==> src/ecpph_pkg.sv <==
package ecpph_pkg;

    // System clock period in nanoseconds.
    localparam int CLK_PERIOD_NS = 20;

    // Handshake intervals in nanoseconds, as printed.
    localparam int T_SETUP_MAX_NS    = 60;
    localparam int T_MIN80_NS        = 80;
    localparam int T_STROBE_MAX_NS   = 200;
    localparam int T_RELEASE_MAX_NS  = 180;
    localparam int T_FILT_MIN_NS     = 75;
    localparam int T_FILT_MAX_NS     = 130;
    localparam int T_FIFO_SETUP_NS   = 600;
    localparam int T_FIFO_PULSE_NS   = 600;
    localparam int T_FIFO_HOLD_NS    = 450;
    localparam int T_FIFO_REARM_NS   = 680;
    localparam int T_FIFO_DHOLD_NS   = 80;

    // Cycle counts: least times round up, longest times round down.
    localparam int CYC_MIN80       = (T_MIN80_NS + CLK_PERIOD_NS - 1) / CLK_PERIOD_NS;
    localparam int CYC_FILT        = (T_FILT_MIN_NS + CLK_PERIOD_NS - 1) / CLK_PERIOD_NS;
    localparam int CYC_FIFO_SETUP  = (T_FIFO_SETUP_NS + CLK_PERIOD_NS - 1) / CLK_PERIOD_NS;
    localparam int CYC_FIFO_PULSE  = (T_FIFO_PULSE_NS + CLK_PERIOD_NS - 1) / CLK_PERIOD_NS;
    localparam int CYC_FIFO_HOLD   = (T_FIFO_HOLD_NS + CLK_PERIOD_NS - 1) / CLK_PERIOD_NS;
    localparam int CYC_FIFO_REARM  = (T_FIFO_REARM_NS + CLK_PERIOD_NS - 1) / CLK_PERIOD_NS;
    localparam int CYC_FIFO_DHOLD  = (T_FIFO_DHOLD_NS + CLK_PERIOD_NS - 1) / CLK_PERIOD_NS;
    localparam int CYC_RELEASE_MAX = T_RELEASE_MAX_NS / CLK_PERIOD_NS;

    // Counter width.
    localparam int CNT_W = 6;

    // Reset values of the host-driven lines.
    localparam logic RST_HOST_CLK = 1'b1;
    localparam logic RST_HOST_ACK = 1'b0;

    // Port operating modes.
    typedef enum logic [1:0] {
        ECPPH_MODE_COMPAT = 2'b00,
        ECPPH_MODE_FIFO   = 2'b01,
        ECPPH_MODE_ECP    = 2'b10
    } ecpph_mode_t;

    // Handshake sequencer states.
    typedef enum logic [3:0] {
        ST_FWD_IDLE   = 4'b0000,
        ST_FWD_SETUP  = 4'b0001,
        ST_FWD_CLKLOW = 4'b0010,
        ST_FWD_CLKHI  = 4'b0011,
        ST_FWD_DRAIN  = 4'b0100,
        ST_REV_IDLE   = 4'b0101,
        ST_REV_WAIT   = 4'b0110,
        ST_REV_ACKHI  = 4'b0111,
        ST_REV_ACKLO  = 4'b1000,
        ST_FF_SETUP   = 4'b1001,
        ST_FF_PULSE   = 4'b1010,
        ST_FF_HOLD    = 4'b1011,
        ST_FF_REARM   = 4'b1100
    } ecpph_state_t;

    // A byte with its command/data flag carried on the host-ack line.
    typedef struct packed {
        logic       cmd;
        logic [7:0] data;
    } ecpph_byte_t;

endpackage : ecpph_pkg

==> src/ecpph_host.sv <==
`timescale 1ns/1ns
// Operation
// - Forward idle keeps host clock high; peripheral keeps its ack low.
// - A forward transfer starts only from forward idle; in FIFO mode later bytes start from ST_FF_REARM.
// - Peripheral may request reversal any time; host samples the request.
// - Forward byte: ack low, clock low, ack high, clock high, ack low.
// - Data and host-ack line valid up to 60 ns before clock falls.
// - Clock falls at least 80 ns, at most 200 ns, after ack falls.
// - Clock rises 80 to 180 ns after ack rises.
// - Data changes 80 to 180 ns after ack falls.
// - Ack input counts as changed only after 75 to 130 ns stable.
// - Reverse idle: peripheral clock high, host-ack low.
// - Reverse byte: ack low, pclk low, ack high, pclk high, ack low.
// - Host-ack rises 80 to 200 ns after pclk falls, or stalls low.
// - Host-ack falls 80 to 200 ns after pclk rises.
// - Peripheral clock counts as changed only after 75 to 130 ns stable.
// - Push-pull in extended mode, open-collector in compatible mode, glitch-free.
// - FIFO mode ignores the acknowledge line and paces on busy alone.
// - FIFO mode: data 600 ns before strobe, strobe active 600 ns.
// - FIFO mode: strobe again no sooner than 680 ns after busy falls.
// - FIFO mode: hold data after strobe until busy falls or 450 ns.
// - FIFO mode: data valid 80 ns after busy falls.
module ecpph_host
    import ecpph_pkg::*;
(
    input  wire logic        clk_sys,
    input  wire logic        rst,
    input  wire ecpph_mode_t mode,
    input  wire logic        tx_valid,
    input  wire ecpph_byte_t tx_byte,
    output logic             tx_ready,
    input  wire logic        rev_req,
    input  wire logic        rx_room,
    input  wire logic        rx_tc,
    output logic             rx_valid,
    output logic [7:0]       rx_data,
    output logic             periph_req,
    input  wire logic        busy_in,
    input  wire logic        periph_clk_in,
    input  wire logic        periph_req_n_in,
    input  wire logic [7:0]  port_data_lines_in,
    output logic [7:0]       port_data_lines_out,
    output logic             port_data_lines_oe,
    output logic             host_clk_out,
    output logic             host_clk_oe,
    output logic             host_ack_line_out,
    output logic             host_ack_line_oe
);

    // Two-flop synchronisers for cable inputs; stage one feeds only stage two.
    logic [10:0] sync1;
    logic [10:0] sync2;
    always_ff @(posedge clk_sys) begin
        sync1 <= {periph_req_n_in, periph_clk_in, busy_in, port_data_lines_in};
        sync2 <= sync1;
    end

    // Glitch filters for busy and peripheral clock; one instance per line.
    logic [1:0] filt;
    genvar g;
    generate
        for (g = 0; g < 2; g++) begin : g_filt
            logic             stable;
            logic [CNT_W-1:0] cnt;
            logic             next_stable;
            logic [CNT_W-1:0] next_cnt;
            always_comb begin
                next_stable = stable;
                next_cnt    = cnt;
                if (sync2[8 + g] == stable) begin
                    next_cnt = '0;
                end else if (cnt == CNT_W'(CYC_FILT - 1)) begin
                    next_stable = sync2[8 + g];
                    next_cnt    = '0;
                end else begin
                    next_cnt = cnt + CNT_W'(1);
                end
            end
            always_ff @(posedge clk_sys) begin
                if (rst) begin
                    stable <= (g == 1);
                    cnt    <= '0;
                end else begin
                    stable <= next_stable;
                    cnt    <= next_cnt;
                end
            end
            assign filt[g] = stable;
        end
    endgenerate

    wire busy_f = filt[0];
    wire pclk_f = filt[1];

    // Sequencer state and its timer.
    ecpph_state_t     state;
    ecpph_state_t     next_state;
    logic [CNT_W-1:0] tmr;
    logic [CNT_W-1:0] next_tmr;
    ecpph_byte_t      obyte;
    ecpph_byte_t      next_obyte;
    logic             hclk;
    logic             next_hclk;
    logic             hack;
    logic             next_hack;
    logic             drv_data;
    logic             next_drv_data;
    logic             next_tx_ready;
    logic             next_rx_valid;
    logic [7:0]       next_rx_data;
    logic             busy_prev;
    logic             pp_mode;

    // The timer counts up and holds at all ones; only the transitions that time a phase clear it.
    wire tmr_done_min80 = (tmr >= CNT_W'(CYC_MIN80));

    // Next-state logic for all phases.
    always_comb begin
        next_state    = state;
        next_tmr      = (tmr == '1) ? tmr : tmr + CNT_W'(1);
        next_obyte    = obyte;
        next_hclk     = hclk;
        next_hack     = hack;
        next_drv_data = drv_data;
        next_tx_ready = 1'b0;
        next_rx_valid = 1'b0;
        next_rx_data  = rx_data;
        case (state)
            ST_FWD_IDLE: begin
                next_hclk = 1'b1;
                if (mode == ECPPH_MODE_FIFO && tx_valid && !tx_ready) begin
                    next_obyte    = tx_byte;
                    next_tx_ready = 1'b1;
                    next_drv_data = 1'b1;
                    next_tmr      = '0;
                    next_state    = ST_FF_SETUP;
                end else if (mode == ECPPH_MODE_ECP && rev_req) begin
                    next_drv_data = 1'b0;
                    next_hack     = 1'b0;
                    next_state    = ST_REV_IDLE;
                end else if (mode == ECPPH_MODE_ECP && tx_valid && !tx_ready
                             && !busy_f && tmr_done_min80) begin
                    next_obyte    = tx_byte;
                    next_hack     = tx_byte.cmd;
                    next_tx_ready = 1'b1;
                    next_drv_data = 1'b1;
                    next_tmr      = '0;
                    next_state    = ST_FWD_SETUP;
                end
            end
            ST_FWD_SETUP: begin
                // Data settles one cycle (20 ns) before the clock falls.
                next_hclk  = 1'b0;
                next_tmr   = '0;
                next_state = ST_FWD_CLKLOW;
            end
            ST_FWD_CLKLOW: begin
                if (busy_f) begin
                    next_tmr   = '0;
                    next_state = ST_FWD_CLKHI;
                end
            end
            ST_FWD_CLKHI: begin
                if (tmr == CNT_W'(CYC_MIN80 - 1)) begin
                    next_hclk  = 1'b1;
                    next_state = ST_FWD_DRAIN;
                end
            end
            ST_FWD_DRAIN: begin
                if (!busy_f) begin
                    next_tmr   = '0;
                    next_state = ST_FWD_IDLE;
                end
            end
            ST_REV_IDLE: begin
                next_hack = 1'b0;
                if (!rev_req) begin
                    next_state = ST_FWD_IDLE;
                end else if (!pclk_f) begin
                    next_tmr   = '0;
                    next_state = ST_REV_WAIT;
                end
            end
            ST_REV_WAIT: begin
                if (tmr_done_min80 && rx_room && !rx_tc) begin
                    next_hack  = 1'b1;
                    next_state = ST_REV_ACKHI;
                end
            end
            ST_REV_ACKHI: begin
                if (pclk_f) begin
                    next_rx_data  = sync2[7:0];
                    next_rx_valid = 1'b1;
                    next_tmr      = '0;
                    next_state    = ST_REV_ACKLO;
                end
            end
            ST_REV_ACKLO: begin
                if (tmr == CNT_W'(CYC_MIN80 - 1)) begin
                    next_hack  = 1'b0;
                    next_state = ST_REV_IDLE;
                end
            end
            ST_FF_SETUP: begin
                if (tmr == CNT_W'(CYC_FIFO_SETUP - 1)) begin
                    next_hclk  = 1'b0;
                    next_tmr   = '0;
                    next_state = ST_FF_PULSE;
                end
            end
            ST_FF_PULSE: begin
                if (tmr == CNT_W'(CYC_FIFO_PULSE - 1)) begin
                    next_hclk  = 1'b1;
                    next_tmr   = '0;
                    next_state = ST_FF_HOLD;
                end
            end
            ST_FF_HOLD: begin
                // Acknowledge is ignored; busy alone paces the next byte.
                if (tmr >= CNT_W'(CYC_FIFO_HOLD) && !busy_f && busy_prev) begin
                    next_tmr   = '0;
                    next_state = ST_FF_REARM;
                end else if (tmr >= CNT_W'(CYC_FIFO_HOLD) && !busy_f) begin
                    next_tmr   = CNT_W'(CYC_FIFO_REARM);
                    next_state = ST_FF_REARM;
                end
            end
            ST_FF_REARM: begin
                if (busy_f) begin
                    next_state = ST_FF_HOLD;
                end else if (tmr >= CNT_W'(CYC_FIFO_DHOLD) && tx_valid && !tx_ready
                             && (tmr >= CNT_W'(CYC_FIFO_REARM - CYC_FIFO_SETUP))) begin
                    next_obyte    = tx_byte;
                    next_tx_ready = 1'b1;
                    next_tmr      = '0;
                    next_state    = ST_FF_SETUP;
                end else if (mode != ECPPH_MODE_FIFO) begin
                    next_state = ST_FWD_IDLE;
                end
            end
            default: begin
                next_state = ST_FWD_IDLE;
            end
        endcase
    end

    // Sequencer registers.
    always_ff @(posedge clk_sys) begin
        if (rst) begin
            state     <= ST_FWD_IDLE;
            tmr       <= '0;
            obyte     <= '0;
            hclk      <= RST_HOST_CLK;
            hack      <= RST_HOST_ACK;
            drv_data  <= 1'b0;
            tx_ready  <= 1'b0;
            rx_valid  <= 1'b0;
            rx_data   <= 8'h00;
            busy_prev <= 1'b0;
            pp_mode   <= 1'b0;
        end else begin
            state     <= next_state;
            tmr       <= next_tmr;
            obyte     <= next_obyte;
            hclk      <= next_hclk;
            hack      <= next_hack;
            drv_data  <= next_drv_data;
            tx_ready  <= next_tx_ready;
            rx_valid  <= next_rx_valid;
            rx_data   <= next_rx_data;
            busy_prev <= busy_f;
            // Driver type changes only in forward idle while the host clock sits high.
            if (state == ST_FWD_IDLE && hclk) begin
                pp_mode <= (mode == ECPPH_MODE_ECP);
            end
        end
    end

    // Output pins: push-pull drives both levels; open-collector drives only low.
    always_ff @(posedge clk_sys) begin
        if (rst) begin
            port_data_lines_out <= 8'h00;
            port_data_lines_oe  <= 1'b0;
            host_clk_out        <= RST_HOST_CLK;
            host_clk_oe         <= 1'b0;
            host_ack_line_out   <= RST_HOST_ACK;
            host_ack_line_oe    <= 1'b1;
            periph_req          <= 1'b0;
        end else begin
            port_data_lines_out <= next_obyte.data;
            port_data_lines_oe  <= next_drv_data;
            host_clk_out        <= next_hclk;
            host_clk_oe         <= pp_mode | ~next_hclk;
            host_ack_line_out   <= next_hack;
            host_ack_line_oe    <= pp_mode | ~next_hack;
            periph_req          <= ~sync2[10];
        end
    end

endmodule : ecpph_host

==> config.mk <==
export PLATFORM = sky130hd
export DESIGN_NAME = ecpph_host
export DESIGN_NICKNAME = d
export VERILOG_FILES = /design/src/ecpph_pkg.sv /design/src/ecpph_host.sv
export SDC_FILE = /design/constraint.sdc
export NUM_CORES = 1
export LEC_CHECK = 0
export BUFFER_PORTS_ARGS = -buffer_cell sky130_fd_sc_hd__buf_2
export CAP_MARGIN = 10
export CORE_AREA = 2 2 78 80
export CTS_CLUSTER_SIZE = 20
export DETAILED_ROUTE_END_ITERATION = 6
export DIE_AREA = 0 0 80 82
export PLACE_DENSITY = 0.84
export RECOVER_POWER = 100
export SLEW_MARGIN = 40
export SYNTH_ARGS = -nofsm -noshare
export SYNTH_HDL_FRONTEND = slang
export SYNTH_SLANG_ARGS = --single-unit
==> constraint.sdc <==
create_clock -name clk_sys -period 2.55 [get_ports clk_sys]
set_input_delay 0.51 -clock clk_sys [delete_from_list [all_inputs] [get_ports clk_sys]]
set_output_delay 0.51 -clock clk_sys [all_outputs]
set_load 0.02 [all_outputs]
==> results of run 1 <==
registers in the layout, summed over array words and instances (netlist names), 4 cells and up:
register,cells
g_filt.cnt,12
port_data_lines_out,8
rx_data,8
state,4
sync1,11
sync2,11
tmr,6
cell type report:
type	count	area, sq um	share of cell area, %
multi-input combinational	226	1460	41.1
sequential	72	1440	40.6
clock buffer	10	138	3.87
tap	75	93.8	2.64
clock inverter	5	57.6	1.62
timing repair buffer	65	315	8.88
inverter	12	45.0	1.27
logic make-up after synthesis:
kind of cell,count (synthesis)
XOR/XNOR,11
AO/OA/AOI/OAI,80
adder cells (fa/ha/maj),5
multiplexers,14
buffers and inverters,34
AND/OR/NAND/NOR,116
flip-flops,72
power breakdown:
part	switching, mW	internal (mW)	total, mW
combinational	0.567	0.387	0.954
sequential	0.114	1.21	1.33
clock	0.417	0.471	0.888
total	1.10	2.07	3.17
through the flow:
step,cell area [sq um],setup WS (ns),instances,utilization (%)
global placement,3400,0.148,450,59.2
detailed placement,3400,0.104,450,59.2
finish,3550,0.160,465,61.8
global route,3550,0.0680,465,61.8
floorplan,3050,0.192,332,-
CTS,3600,0.251,465,62.6
worst min path at each step:
| stage | to | slack (ns) | depth (start not counted) |
|---|---|---|---|
| final | sync1[8]$_DFF_P_ | 0.26 | 1 |
| after global routing | sync1[3]$_DFF_P_ | 0.25 | 1 |
| after CTS | sync1[8]$_DFF_P_ | 0.24 | 1 |
| after detailed placement | sync2[3]$_DFF_P_ | 0.31 | 0 |
| after global placement | sync2[9]$_DFF_P_ | 0.31 | 0 |
| after floorplan | sync2[0]$_DFF_P_ | 0.31 | 0 |
cell usage in the layout (no fill, tap or decap), types with 6 or more instances in the layout:
cell,synthesis,routed
clkbuf_8,0,10
buf_2,5,26
a21oi_1,20,20
clkbuf_1,12,28
nand3_1,7,7
xnor2_1,7,7
nor2_1,33,33
a211oi_1,6,6
o21ai_0,20,20
buf_4,0,10
dfxtp_1,72,72
inv_1,12,12
nand2b_1,11,11
mux2i_1,13,13
nor3_1,7,7
a31oi_1,7,7
nand2_1,22,22
critical path, delay by kind of cell, from the launching register on:
kind	cells	cell delay [ns]
buf+inv	1	0.37
compound gates	2	0.61
flops	1	0.40
simple gates	3	0.89
synth_stat cells (3+ instances only):
cell,count
buf_1,3
nand2b_1,11
dfxtp_1,72
mux2i_1,13
a31oi_1,7
xor2_1,4
xnor2_1,7
nor3_1,7
inv_1,12
clkbuf_1,12
nor2_1,33
and3_1,3
or3_1,5
o31ai_1,3
or4_1,3
buf_2,5
a211oi_1,6
nand2_1,22
ha_1,5
o21ai_0,20
nor4_1,4
a311oi_1,3
o211ai_1,3
nand3_1,7
nor2b_1,4
a21oi_1,20
metal layers:
layer	share of wire, %	up-vias	track usage (%)
li1	-	1292	-
met1	40	1260	27.1
met2	49	143	36.7
met3	8.9	17	7.58
met4	2.4	0	9.49
met5	0	-	0
==> out/metrics.csv, run 1 <==
stage,metric,value,unit
outcome,violated checks,"capacitance limit, slew limit",
timing,Final Hold Viols,0,
synth,async set-or-reset flop fraction in the synthesized netlist,0,%
setup_path,CP required,2.78,ns
setup_path,Critical Path Sink Type,register,
global_route,largest net degree at the start of global routing,36,
synth,Synth top area share,47.2,%
timing,RSZ-0062 raised after global routing,false,
setup_path,CP endpoint,state[1]$_SDFFE_PP0P_,
global_route,first-pass GRT wire length,11300,um
synth,Compound-Gate Fraction of Synth Area,17.5,%
timing,Tmin final,2.39,ns
drt,WL final,7290,um
timing,Max Freq,0.418,GHz
setup_path,Crit Path Max Fanout,11,
job,Max-cap violations,1,
synth,sequential share of the synthesized area,47.2,%
clock_tree,Worst-path clk slew,0.07,ns
global_route,global route total overflow,0,
clock_tree,CTS tree,yes,
synth,top post-synthesis cells by area,"dfxtp_1, mux2i_1, nor2_1",
floorplan,Die Width,80,um
synth,Synth Area in Adders,2.05,%
clock_tree,insertion delay to the later sink of the worst-skew pair,0.35,ns
layout,n_diodes,0,
global_route,number of global-route vias before repair,2453,
outcome,status,finished with violations,
placed_design,# port buffers,51,
drt,vias per cell,5.83,
drt,ANT nets after route,0,
synth,Seq cells post-synth,72,
synth,XOR/XNOR share of the synthesized area,3.16,%
synth,combinational family with the most area after synthesis,simple AND/OR/NAND/NOR gates,
synth,top_reg_cell synth,dfxtp_1,
global_route,initial antenna violation count,0,
synth,cell taking the most area after synthesis,dfxtp_1,
layout,P&R area growth vs syn,16.4,%
worst_hold_path,min-delay worst type,in -> reg,
global_route,Total GRT Usage,22.4,%
synth,Syn Inst Count,332,
drt,WL per Instance,15.7,um
timing,max-slew violations,36,
floorplan,core area,5750,sq um
timing,clk_skew,0.00863,ns
setup_path,crit start category,register,
timing,Worst Tran Pin Value,1.55,ns
synth,Synth Area in Simple Gates,20.5,%
layout,"Net count, final",419,
setup_path,crit path DAT,2.62,ns
placed_design,GPL Wtd Cong,0.952,
worst_hold_path,Hold Startpoint,busy_in,
floorplan,Rows,28,
timing,hold_ws,0.261,ns
pwr,VDD IR-drop max,0.701,mV
clock_tree,CTS root buffer,clkbuf_8,
synth,Post-Syn Nets,365,
synth,Post-synth EDFFs,0,
layout,share of cells above drive strength 1,16.2,%
pwr,Pwr per Cell Area,893,nW/um^2
setup_path,crit path from,state[1]$_SDFFE_PP0P_,
setup_path,R2R depth,6,
synth,Post-Syn Area,3050,sq um
setup_path,worst setup path class,reg -> reg,
setup_path,CP max stage delay,0.53,ns
pwr,"Power, Total",3.17,mW
synth,Syn Area/Cell,9.20,sq um
floorplan,die area,6560,sq um
floorplan,Initial Util,53.1,%
drt,DR vias,2712,
timing,"Period Utilization, post-route",93.7,%
placed_design,HPWL after detailed placement,4930,um
clock_tree,cts repair resizes,0,
layout,fill count,489,
clock_tree,CTS Sinks,72,
timing,relative slew slack,-3.03,%
setup_path,R2R Path Start,state[1]$_SDFFE_PP0P_,
drt,residual DRC count,0,
timing,setup TNS,0,ns
drt,1st-iter DRT viols,340,
floorplan,Die Y,82,um
synth,multiplexer area fraction after synthesis,4.63,%
clock_tree,H-tree levels,3,
pwr,Leakage,1.35,nW
clock_tree,Num CTS Buffers,9,
clock_tree,Post-CTS Setup Bufs,0,
floorplan,num ports,52,
synth,Cell variety after synth,56,
timing,Final setup violation count,0,
setup_path,Critical-path top delay cell,or4_1,
synth,Syn. warnings,0,
clock_tree,deepest clock path buffer count,2,
drt,TritonRoute pass-1 iters,7,
clock_tree,# hold bufs at CTS,0,
setup_path,CP Cell Sequence,clkbuf_1 -> or4bb_1 -> nor3b_1 -> a21bo_2 -> or4_1 -> o311a_1,
setup_path,Crit Reg-Reg Endpoint,state[1]$_SDFFE_PP0P_,
setup_path,reg2reg setup slack,0.16,ns
Power figures use the tool's default switching activity.
==> run 2, diff against run 1 <==
--- a/config.mk
+++ b/config.mk
@@ -5,13 +5,14 @@
 export SDC_FILE = /design/constraint.sdc
 export NUM_CORES = 1
 export LEC_CHECK = 0
+export ABC_AREA = 1
 export BUFFER_PORTS_ARGS = -buffer_cell sky130_fd_sc_hd__buf_2
 export CAP_MARGIN = 10
 export CORE_AREA = 2 2 78 80
 export CTS_CLUSTER_SIZE = 20
 export DETAILED_ROUTE_END_ITERATION = 6
 export DIE_AREA = 0 0 80 82
-export PLACE_DENSITY = 0.84
+export PLACE_DENSITY = 0.83
 export RECOVER_POWER = 100
 export SLEW_MARGIN = 40
 export SYNTH_ARGS = -nofsm -noshare
==> run 2 against run 1 <==
Net effect: the flow now finishes without violations; combinational power is 4.8% lower; sequential share of layout area up 0.58 points; area after synthesis decreased by 1.2%; register-to-register slack better by 0.40 ns; setup slack better by 0.40 ns; non-clock buffer count down 13; routed wire length down 6.2%; global-route usage down 0.35 points; fmax grew 20%; critical endpoint is now port_data_lines_out[4]$_SDFFE_PP0P_.
==> out/metrics.csv, run 2 <==
stage,metric,value,unit,change
outcome,status,"finished, final reports clean",,was finished with violations
floorplan,Rows,28,,unchanged
clock_tree,CTS Sinks,72,,unchanged
clock_tree,insertion delay to the later sink of the worst-skew pair,0.34,ns,was 0.35 ns
synth,sequential share of the synthesized area,47.8,%,was 47.2%
drt,vias per cell,5.12,,was 5.83
layout,most frequent cells in the layout,"nand2_1, dfxtp_1, nor2_1, inv_1, a21oi_1",,"was dfxtp_1, nor2_1, clkbuf_1, buf_2, nand2_1"
synth,Seq cells post-synth,72,,unchanged
layout,"Core Util, Final",61.0,%,was 61.8%
placed_design,HPWL after detailed placement,5050,um,was 4930 um
clock_tree,CTS root buffer,clkbuf_8,,unchanged
setup_path,worst setup path class,reg -> reg,,unchanged
floorplan,core area,5750,sq um,unchanged
layout,"Net count, final",496,,was 419
layout,P&R area growth vs syn,16.1,%,was 16.4%
layout,max FFs per register,12,,unchanged
synth,Syn Area/Cell,7.43,sq um,was 9.20 sq um
global_route,Total GRT Usage,22.1,%,was 22.4%
setup_path,crit path from,tmr[5]$_SDFF_PP0_,,was state[1]$_SDFFE_PP0P_
clock_tree,Worst-path clk slew,0.08,ns,was 0.07 ns
pwr,Pwr per Cell Area,904,nW/um^2,was 893 nW/um^2
setup_path,reg2reg setup slack,0.56,ns,was 0.16 ns
synth,Synth top area share,47.8,%,was 47.2%
synth,top post-synthesis cells by area,"dfxtp_1, nand2_1, nor2_1",,"was dfxtp_1, mux2i_1, nor2_1"
layout,"commonest non-fill, non-tap cell in the layout",nand2_1,,was dfxtp_1
global_route,first-pass GRT wire length,11300,um,about the same
synth,most frequent cell after synthesis,nand2_1,,was dfxtp_1
floorplan,Initial Util,52.5,%,was 53.1%
drt,1st-iter DRT viols,202,,was 340
clock_tree,H-tree levels,3,,unchanged
worst_hold_path,Hold Path Sink,sync1[0]$_DFF_P_,,was sync1[8]$_DFF_P_
global_route,initial antenna violation count,0,,unchanged
setup_path,CP max stage delay,0.36,ns,was 0.53 ns
setup_path,crit start category,register,,unchanged
layout,n_diodes,0,,unchanged
synth,async set-or-reset flop fraction in the synthesized netlist,0,%,unchanged
timing,clk_skew,0.00669,ns,was 0.00863 ns
timing,Worst Tran Pin Value,1.24,ns,was 1.55 ns
drt,WL final,6840,um,was 7290 um
synth,top_reg_cell synth,dfxtp_1,,unchanged
drt,TritonRoute pass-1 iters,5,,was 7
setup_path,Crit Reg-Reg Endpoint,port_data_lines_out[4]$_SDFFE_PP0P_,,was state[1]$_SDFFE_PP0P_
clock_tree,Num CTS Buffers,9,,unchanged
layout,top flop regs,"g_filt.cnt: 12 flops, sync1: 11 flops, sync2: 11 flops",,unchanged
synth,Syn. warnings,0,,unchanged
floorplan,num ports,52,,unchanged
setup_path,R2R Path Start,tmr[5]$_SDFF_PP0_,,was state[1]$_SDFFE_PP0P_
timing,Tmin final,1.99,ns,was 2.39 ns
clock_tree,# hold bufs at CTS,0,,unchanged
drt,DR vias,2782,,was 2712
timing,setup TNS,0,ns,unchanged
setup_path,Critical Path Sink Type,register,,unchanged
global_route,global route total overflow,0,,unchanged
timing,Max Freq,0.502,GHz,was 0.418 GHz
clock_tree,cts repair resizes,0,,unchanged
drt,residual DRC count,0,,unchanged
placed_design,dpl cells,527,,was 450
layout,Finished Layout Cells,543,,was 465
drt,WL per Instance,12.6,um,was 15.7 um
timing,"Period Utilization, post-route",78.1,%,was 93.7%
layout,Biggest register,g_filt.cnt,,unchanged
setup_path,crit path DAT,2.16,ns,was 2.62 ns
clock_tree,CTS tree,yes,,unchanged
setup_path,CP dominant cell by count,nand2_1,,
global_route,number of global-route vias before repair,2729,,was 2453
job,Max-cap violations,0,,was 1
setup_path,CP Cell Sequence,nor2_1 -> nand2_1 -> nand3_1 -> nand2_1 -> nand3b_1 -> nand2_1 -> nand2_1 -> a21oi_1,,was clkbuf_1 -> or4bb_1 -> nor3b_1 -> a21bo_2 -> or4_1 -> o311a_1
setup_path,Critical-path top delay cell,dfxtp_1,,was or4_1
drt,ANT nets after route,0,,unchanged
synth,cell taking the most area after synthesis,dfxtp_1,,unchanged
timing,max-slew violations,0,,was 36
placed_design,# port buffers,51,,unchanged
timing,Final Hold Viols,0,,unchanged
layout,share of cells above drive strength 1,12.0,%,was 16.2%
pwr,Leakage,1.50,nW,was 1.35 nW
worst_hold_path,Hold Startpoint,port_data_lines_in[0],,was busy_in
synth,Cell variety after synth,30,,was 56
floorplan,Die Width,80,um,unchanged
global_route,largest net degree at the start of global routing,29,,was 36
synth,Post-Syn Nets,439,,was 365
pwr,VDD IR-drop max,0.672,mV,was 0.701 mV
synth,Post-Syn Area,3020,sq um,was 3050 sq um
setup_path,CP required,2.72,ns,was 2.78 ns
synth,Synth top cells by count,"nand2_1, dfxtp_1, nor2_1",,"was dfxtp_1, nor2_1, nand2_1"
synth,Syn Inst Count,406,,was 332
worst_hold_path,Worst Hold Depth,1,,unchanged
setup_path,Crit Path Max Fanout,11,,unchanged
setup_path,R2R depth,8,,was 6
timing,Final setup violation count,0,,unchanged
clock_tree,deepest clock path buffer count,2,,unchanged
placed_design,GPL Wtd Cong,1.01,,was 0.952
timing,RSZ-0062 raised after global routing,false,,unchanged
clock_tree,Post-CTS Setup Bufs,0,,unchanged
floorplan,Die Y,82,um,unchanged
timing,relative slew slack,17.5,%,was -3.03%
worst_hold_path,min-delay worst type,in -> reg,,unchanged
floorplan,die area,6560,sq um,unchanged
synth,Post-synth EDFFs,0,,unchanged
-- run 2: power by group --
group	switching [mW]	total, mW	internal [mW]	leakage [nW]
clock network	0.417	0.919	0.502	0.101
registers	0.0962	1.34	1.24	0.592
logic	0.610	0.908	0.298	0.803
-- run 2: area by class of cell --
type / count / area (sq um)
repair buffers: 52 / 228
flip-flops and latches: 72 / 1440
fillers: 556 / 2240
clock inverters: 5 / 55.1
inverters: 46 / 173
well taps: 75 / 93.8
clock buffers: 11 / 151
multi-input cells: 282 / 1360
-- run 2: worst max path at each step --
stage,to,slack [ns],cells after the start
final,port_data_lines_out[4]$_SDFFE_PP0P_,0.56,8
after global routing,port_data_lines_out[4]$_SDFFE_PP0P_,0.29,8
after CTS,port_data_lines_out[1]$_SDFFE_PP0P_,0.77,7
after detailed placement,port_data_lines_out[1]$_SDFFE_PP0P_,0.56,10
after global placement,port_data_lines_out[1]$_SDFFE_PP0P_,0.69,10
after floorplan,state[1]$_SDFFE_PP0P_,1.11,10
-- run 2: kinds of logic (layout without fill, tap and decap cells) --
kind of cell / after synthesis / after routing / share of synthesized area, %
xor+xnor: 5 / 5 / 1.45
flops: 72 / 72 / 47.8
simple gates: 211 / 211 / 31.4
buf+inv: 52 / 114 / 6.64
compound gates: 61 / 61 / 10.7
fa+ha+maj: 5 / 5 / 2.07
-- run 2: through the flow --
step	instance area, sq um	worst slack (ns)	power [mW]	hold WS (ns)
after global routing	3500	0.293	3.37	0.252
final	3500	0.559	3.17	0.271
after global placement	3350	0.685	2.26	0.310
after CTS	3550	0.765	3.20	0.256
after detailed placement	3350	0.557	2.28	0.312
after floorplan	3020	1.11	2.06	0.310
-- run 2: layer usage --
layer | routed length, um | global-route usage, % | part of all wire (%) | vias to the layer above
met5 | 0 | 0 | 0 | -
met4 | 136 | 12.5 | 2.0 | 0
met3 | 311 | 6.15 | 4.5 | 16
met2 | 3490 | 38.8 | 51 | 70
met1 | 2900 | 23.9 | 42 | 1263
li1 | - | - | - | 1433
-- run 2: critical path, delay by kind of cell (launching register included) --
kind | cells | cell delay [ns]
AOI/OAI and AO/OA | 1 | 0.07
DFF | 1 | 0.36
and+or+nand+nor | 7 | 1.38
==> run 3, diff against run 2 <==
==> constraint.sdc (replaced) <==
create_clock -name clk_sys -period 1.85 [get_ports clk_sys]
set_input_delay 0.37 -clock clk_sys [delete_from_list [all_inputs] [get_ports clk_sys]]
set_output_delay 0.37 -clock clk_sys [all_outputs]
set_load 0.02 [all_outputs]
==> run 3 against run 2 <==
Net effect: worst hold slack got worse by 0.15 ns; non-clock buffer count grew 3; critical path depth increased by 3; global-route usage shrank 0.86 points; via count shrank 1.2%; power is 34% higher; design area is 0.39% higher; setup slack worse by 0.39 ns; largest power group unchanged; highest routed layer unchanged.
==> out/metrics.csv, run 3 (synthesis gave the netlist of run 2 again) <==
stage,metric,value,unit,change
timing,Max Freq,0.594,GHz,was 0.502 GHz
drt,routed wl met3,393,um,was 311 um
floorplan,die area,6560,sq um,unchanged
clock_tree,Post-CTS Setup Bufs,0,,unchanged
setup_path,R2R Path Start,tmr[0]$_SDFF_PP0_,,was tmr[5]$_SDFF_PP0_
setup_path,CP dominant cell by count,nand2_1,,unchanged
timing,Tmin final,1.68,ns,was 1.99 ns
layout,post-route cell area,3520,sq um,was 3500 sq um
setup_path,CP endpoint,state[2]$_SDFFE_PP0P_,,was port_data_lines_out[4]$_SDFFE_PP0P_
global_route,initial antenna violation count,0,,unchanged
layout,n_diodes,0,,unchanged
placed_design,GPL Wtd Cong,0.924,,was 1.01
clock_tree,CTS Sinks,72,,unchanged
drt,DR vias,2750,,was 2782
setup_path,crit path from,tmr[0]$_SDFF_PP0_,,was tmr[5]$_SDFF_PP0_
pwr,clock power share,26.4,%,was 29.0%
setup_path,Crit Reg-Reg Endpoint,state[2]$_SDFFE_PP0P_,,was port_data_lines_out[4]$_SDFFE_PP0P_
layout,Finished Layout Cells,546,,was 543
global_route,number of global-route vias before repair,2481,,was 2729
layout,top flop regs,"g_filt.cnt: 12 flops, sync1: 11 flops, sync2: 11 flops",,unchanged
clock_tree,insertion delay to the later sink of the worst-skew pair,0.35,ns,was 0.34 ns
drt,residual DRC count,0,,unchanged
drt,DRT met1 WL,2890,um,was 2900 um
timing,RSZ-0062 raised after global routing,false,,unchanged
timing,setup TNS,0,ns,unchanged
drt,max layer used,met4,,unchanged
pwr,combinational power share,30.0,%,was 28.7%
setup_path,worst setup path class,reg -> reg,,unchanged
layout,fill count,536,,was 556
clock_tree,H-tree levels,3,,unchanged
drt,WL per Instance,11.9,um,was 12.6 um
clock_tree,CTS tree,yes,,unchanged
layout,share of cells above drive strength 1,13.4,%,was 12.0%
placed_design,DP Area,3370,sq um,was 3350 sq um
floorplan,num ports,52,,unchanged
timing,Worst Tran Pin Value,1.31,ns,was 1.24 ns
clock_tree,Worst-path clk slew,0.08,ns,about the same
setup_path,CP Cell Sequence,ha_2 -> nand2_1 -> nand3_1 -> nand2_1 -> nand2_1 -> nand3_1 -> nor2_4 -> nand2_2 -> nand2_1 -> nand2_1 -> nor2_1,,was nor2_1 -> nand2_1 -> nand3_1 -> nand2_1 -> nand3b_1 -> nand2_1 -> nand2_1 -> a21oi_1
global_route,largest net degree at the start of global routing,29,,unchanged
pwr,Leakage,1.49,nW,was 1.50 nW
layout,most frequent cells in the layout,"nand2_1, dfxtp_1, nor2_1, inv_1, a21oi_1",,unchanged
job,Max-cap violations,0,,unchanged
placed_design,dpl cells,530,,was 527
pwr,Psw,1.60,mW,was 1.12 mW
layout,P&R area growth vs syn,16.5,%,was 16.1%
layout,Biggest register,g_filt.cnt,,unchanged
floorplan,Rows,28,,unchanged
drt,ANT nets after route,0,,unchanged
timing,"Period Utilization, post-route",91.1,%,was 78.1%
clock_tree,deepest clock path buffer count,2,,unchanged
global_route,global route total overflow,0,,unchanged
layout,max FFs per register,12,,unchanged
pwr,Switching Fraction,37.7,%,was 35.5%
floorplan,Die Width,80,um,unchanged
timing,max-slew violations,0,,unchanged
setup_path,reg2reg setup slack,0.17,ns,was 0.56 ns
drt,routed wl met2,3120,um,was 3490 um
clock_tree,Num CTS Buffers,9,,unchanged
pwr,Reg power frac,43.5,%,was 42.3%
setup_path,Critical Path Sink Type,register,,unchanged
timing,relative slew slack,12.4,%,was 17.5%
global_route,first-pass GRT wire length,10600,um,was 11300 um
floorplan,core area,5750,sq um,unchanged
drt,TritonRoute pass-1 iters,5,,unchanged
placed_design,# port buffers,51,,unchanged
drt,1st-iter DRT viols,122,,was 202
clock_tree,# hold bufs at CTS,0,,unchanged
setup_path,"delay-heaviest family, CP",simple AND/OR/NAND/NOR gates,,unchanged
worst_hold_path,min-delay worst type,in -> reg,,unchanged
floorplan,Initial Util,52.5,%,unchanged
clock_tree,CTS root buffer,clkbuf_8,,unchanged
global_route,Total GRT Usage,21.2,%,was 22.1%
setup_path,CP max stage delay,0.37,ns,was 0.36 ns
timing,Final Hold Viols,0,,unchanged
pwr,Pint,2.64,mW,was 2.04 mW
pwr,Pwr per Cell Area,1210,nW/um^2,was 904 nW/um^2
layout,"Core Util, Final",61.2,%,was 61.0%
setup_path,WP buf/inv,0,,unchanged
setup_path,CP required,2.13,ns,was 2.72 ns
placed_design,HPWL after detailed placement,4930,um,was 5050 um
layout,"Net count, final",499,,was 496
setup_path,crit path DAT,1.97,ns,was 2.16 ns
outcome,status,"finished, final reports clean",,unchanged
setup_path,crit start category,register,,unchanged
timing,Final setup violation count,0,,unchanged
setup_path,Critical-path top delay cell,dfxtp_2,,was dfxtp_1
setup_path,Crit Path Max Fanout,5,,was 11
floorplan,Die Y,82,um,unchanged
timing,clk_skew,0.00578,ns,was 0.00669 ns
pwr,VDD IR-drop max,0.901,mV,was 0.672 mV
pwr,"Power, Total",4.24,mW,was 3.17 mW
layout,"commonest non-fill, non-tap cell in the layout",nand2_1,,unchanged
setup_path,R2R depth,11,,was 8
drt,vias per cell,5.04,,was 5.12
setup_path,total number of cells along the worst setup path,11,,was 8
drt,WL final,6500,um,was 6840 um
run 3: cell types whose count changed in the layout (fill, tap and decap cells not counted), sizes merged:
| cell | delta |
|---|---|
| buf | +3 |
| inv | +3 |
| clkbuf | -2 |
| bufinv | -1 |
run 3: how the worst min path moves through the flow:
| stage | startpoint | end | slack (ns) | cells after the start |
|---|---|---|---|---|
| floorplan | sync1[0]$_DFF_P_ | sync2[0]$_DFF_P_ | 0.31 | 0 |
| global placement | sync1[7]$_DFF_P_ | sync2[7]$_DFF_P_ | 0.31 | 0 |
| detailed placement | sync1[0]$_DFF_P_ | sync2[0]$_DFF_P_ | 0.31 | 0 |
| CTS | port_data_lines_in[0] | sync1[0]$_DFF_P_ | 0.11 | 1 |
| global route | periph_req_n_in | sync1[10]$_DFF_P_ | 0.09 | 1 |
| finish | port_data_lines_in[0] | sync1[0]$_DFF_P_ | 0.12 | 1 |
run 3: through the flow:
step,worst slack (ns),hold slack [ns]
final,0.165,0.118
after floorplan,0.414,0.310
after detailed placement,0.132,0.312
after global routing,0.0127,0.0857
after global placement,0.213,0.310
after CTS,0.122,0.106
run 3: cell type report:
class,instances,area [sq um],area share [%]
Timing Repair Buffer,55,250,7.12
Clock buffer,9,124,3.52
Inverter,46,173,4.91
Sequential cell,72,1440,41.0
Multi-Input combinational cell,282,1380,39.2
Tap cell,75,93.8,2.67
Clock inverter,7,55.1,1.57
run 3: repair_timing:
item                                    CTS  global route
endpoints found under the hold margin     0             0
resized for setup                         0             3
endpoints found under the setup margin    0             4
run 3: power groups by stage:
stage | sequential, mW | combinational [mW] | clock (mW)
finish | 1.84 | 1.27 | 1.12
global route | 1.86 | 1.45 | 1.23
CTS | 1.84 | 1.29 | 1.15
detailed placement | 1.88 | 1.28 | 0
global placement | 1.87 | 1.25 | 0
floorplan | 1.94 | 0.898 | 0
run 3: layer usage:
metal  GRT usage (%)  vias up
li1                -     1432
met1            25.3     1225
met2            34.8       82
met3            8.35       11
met4            7.63        0
met5               0        -
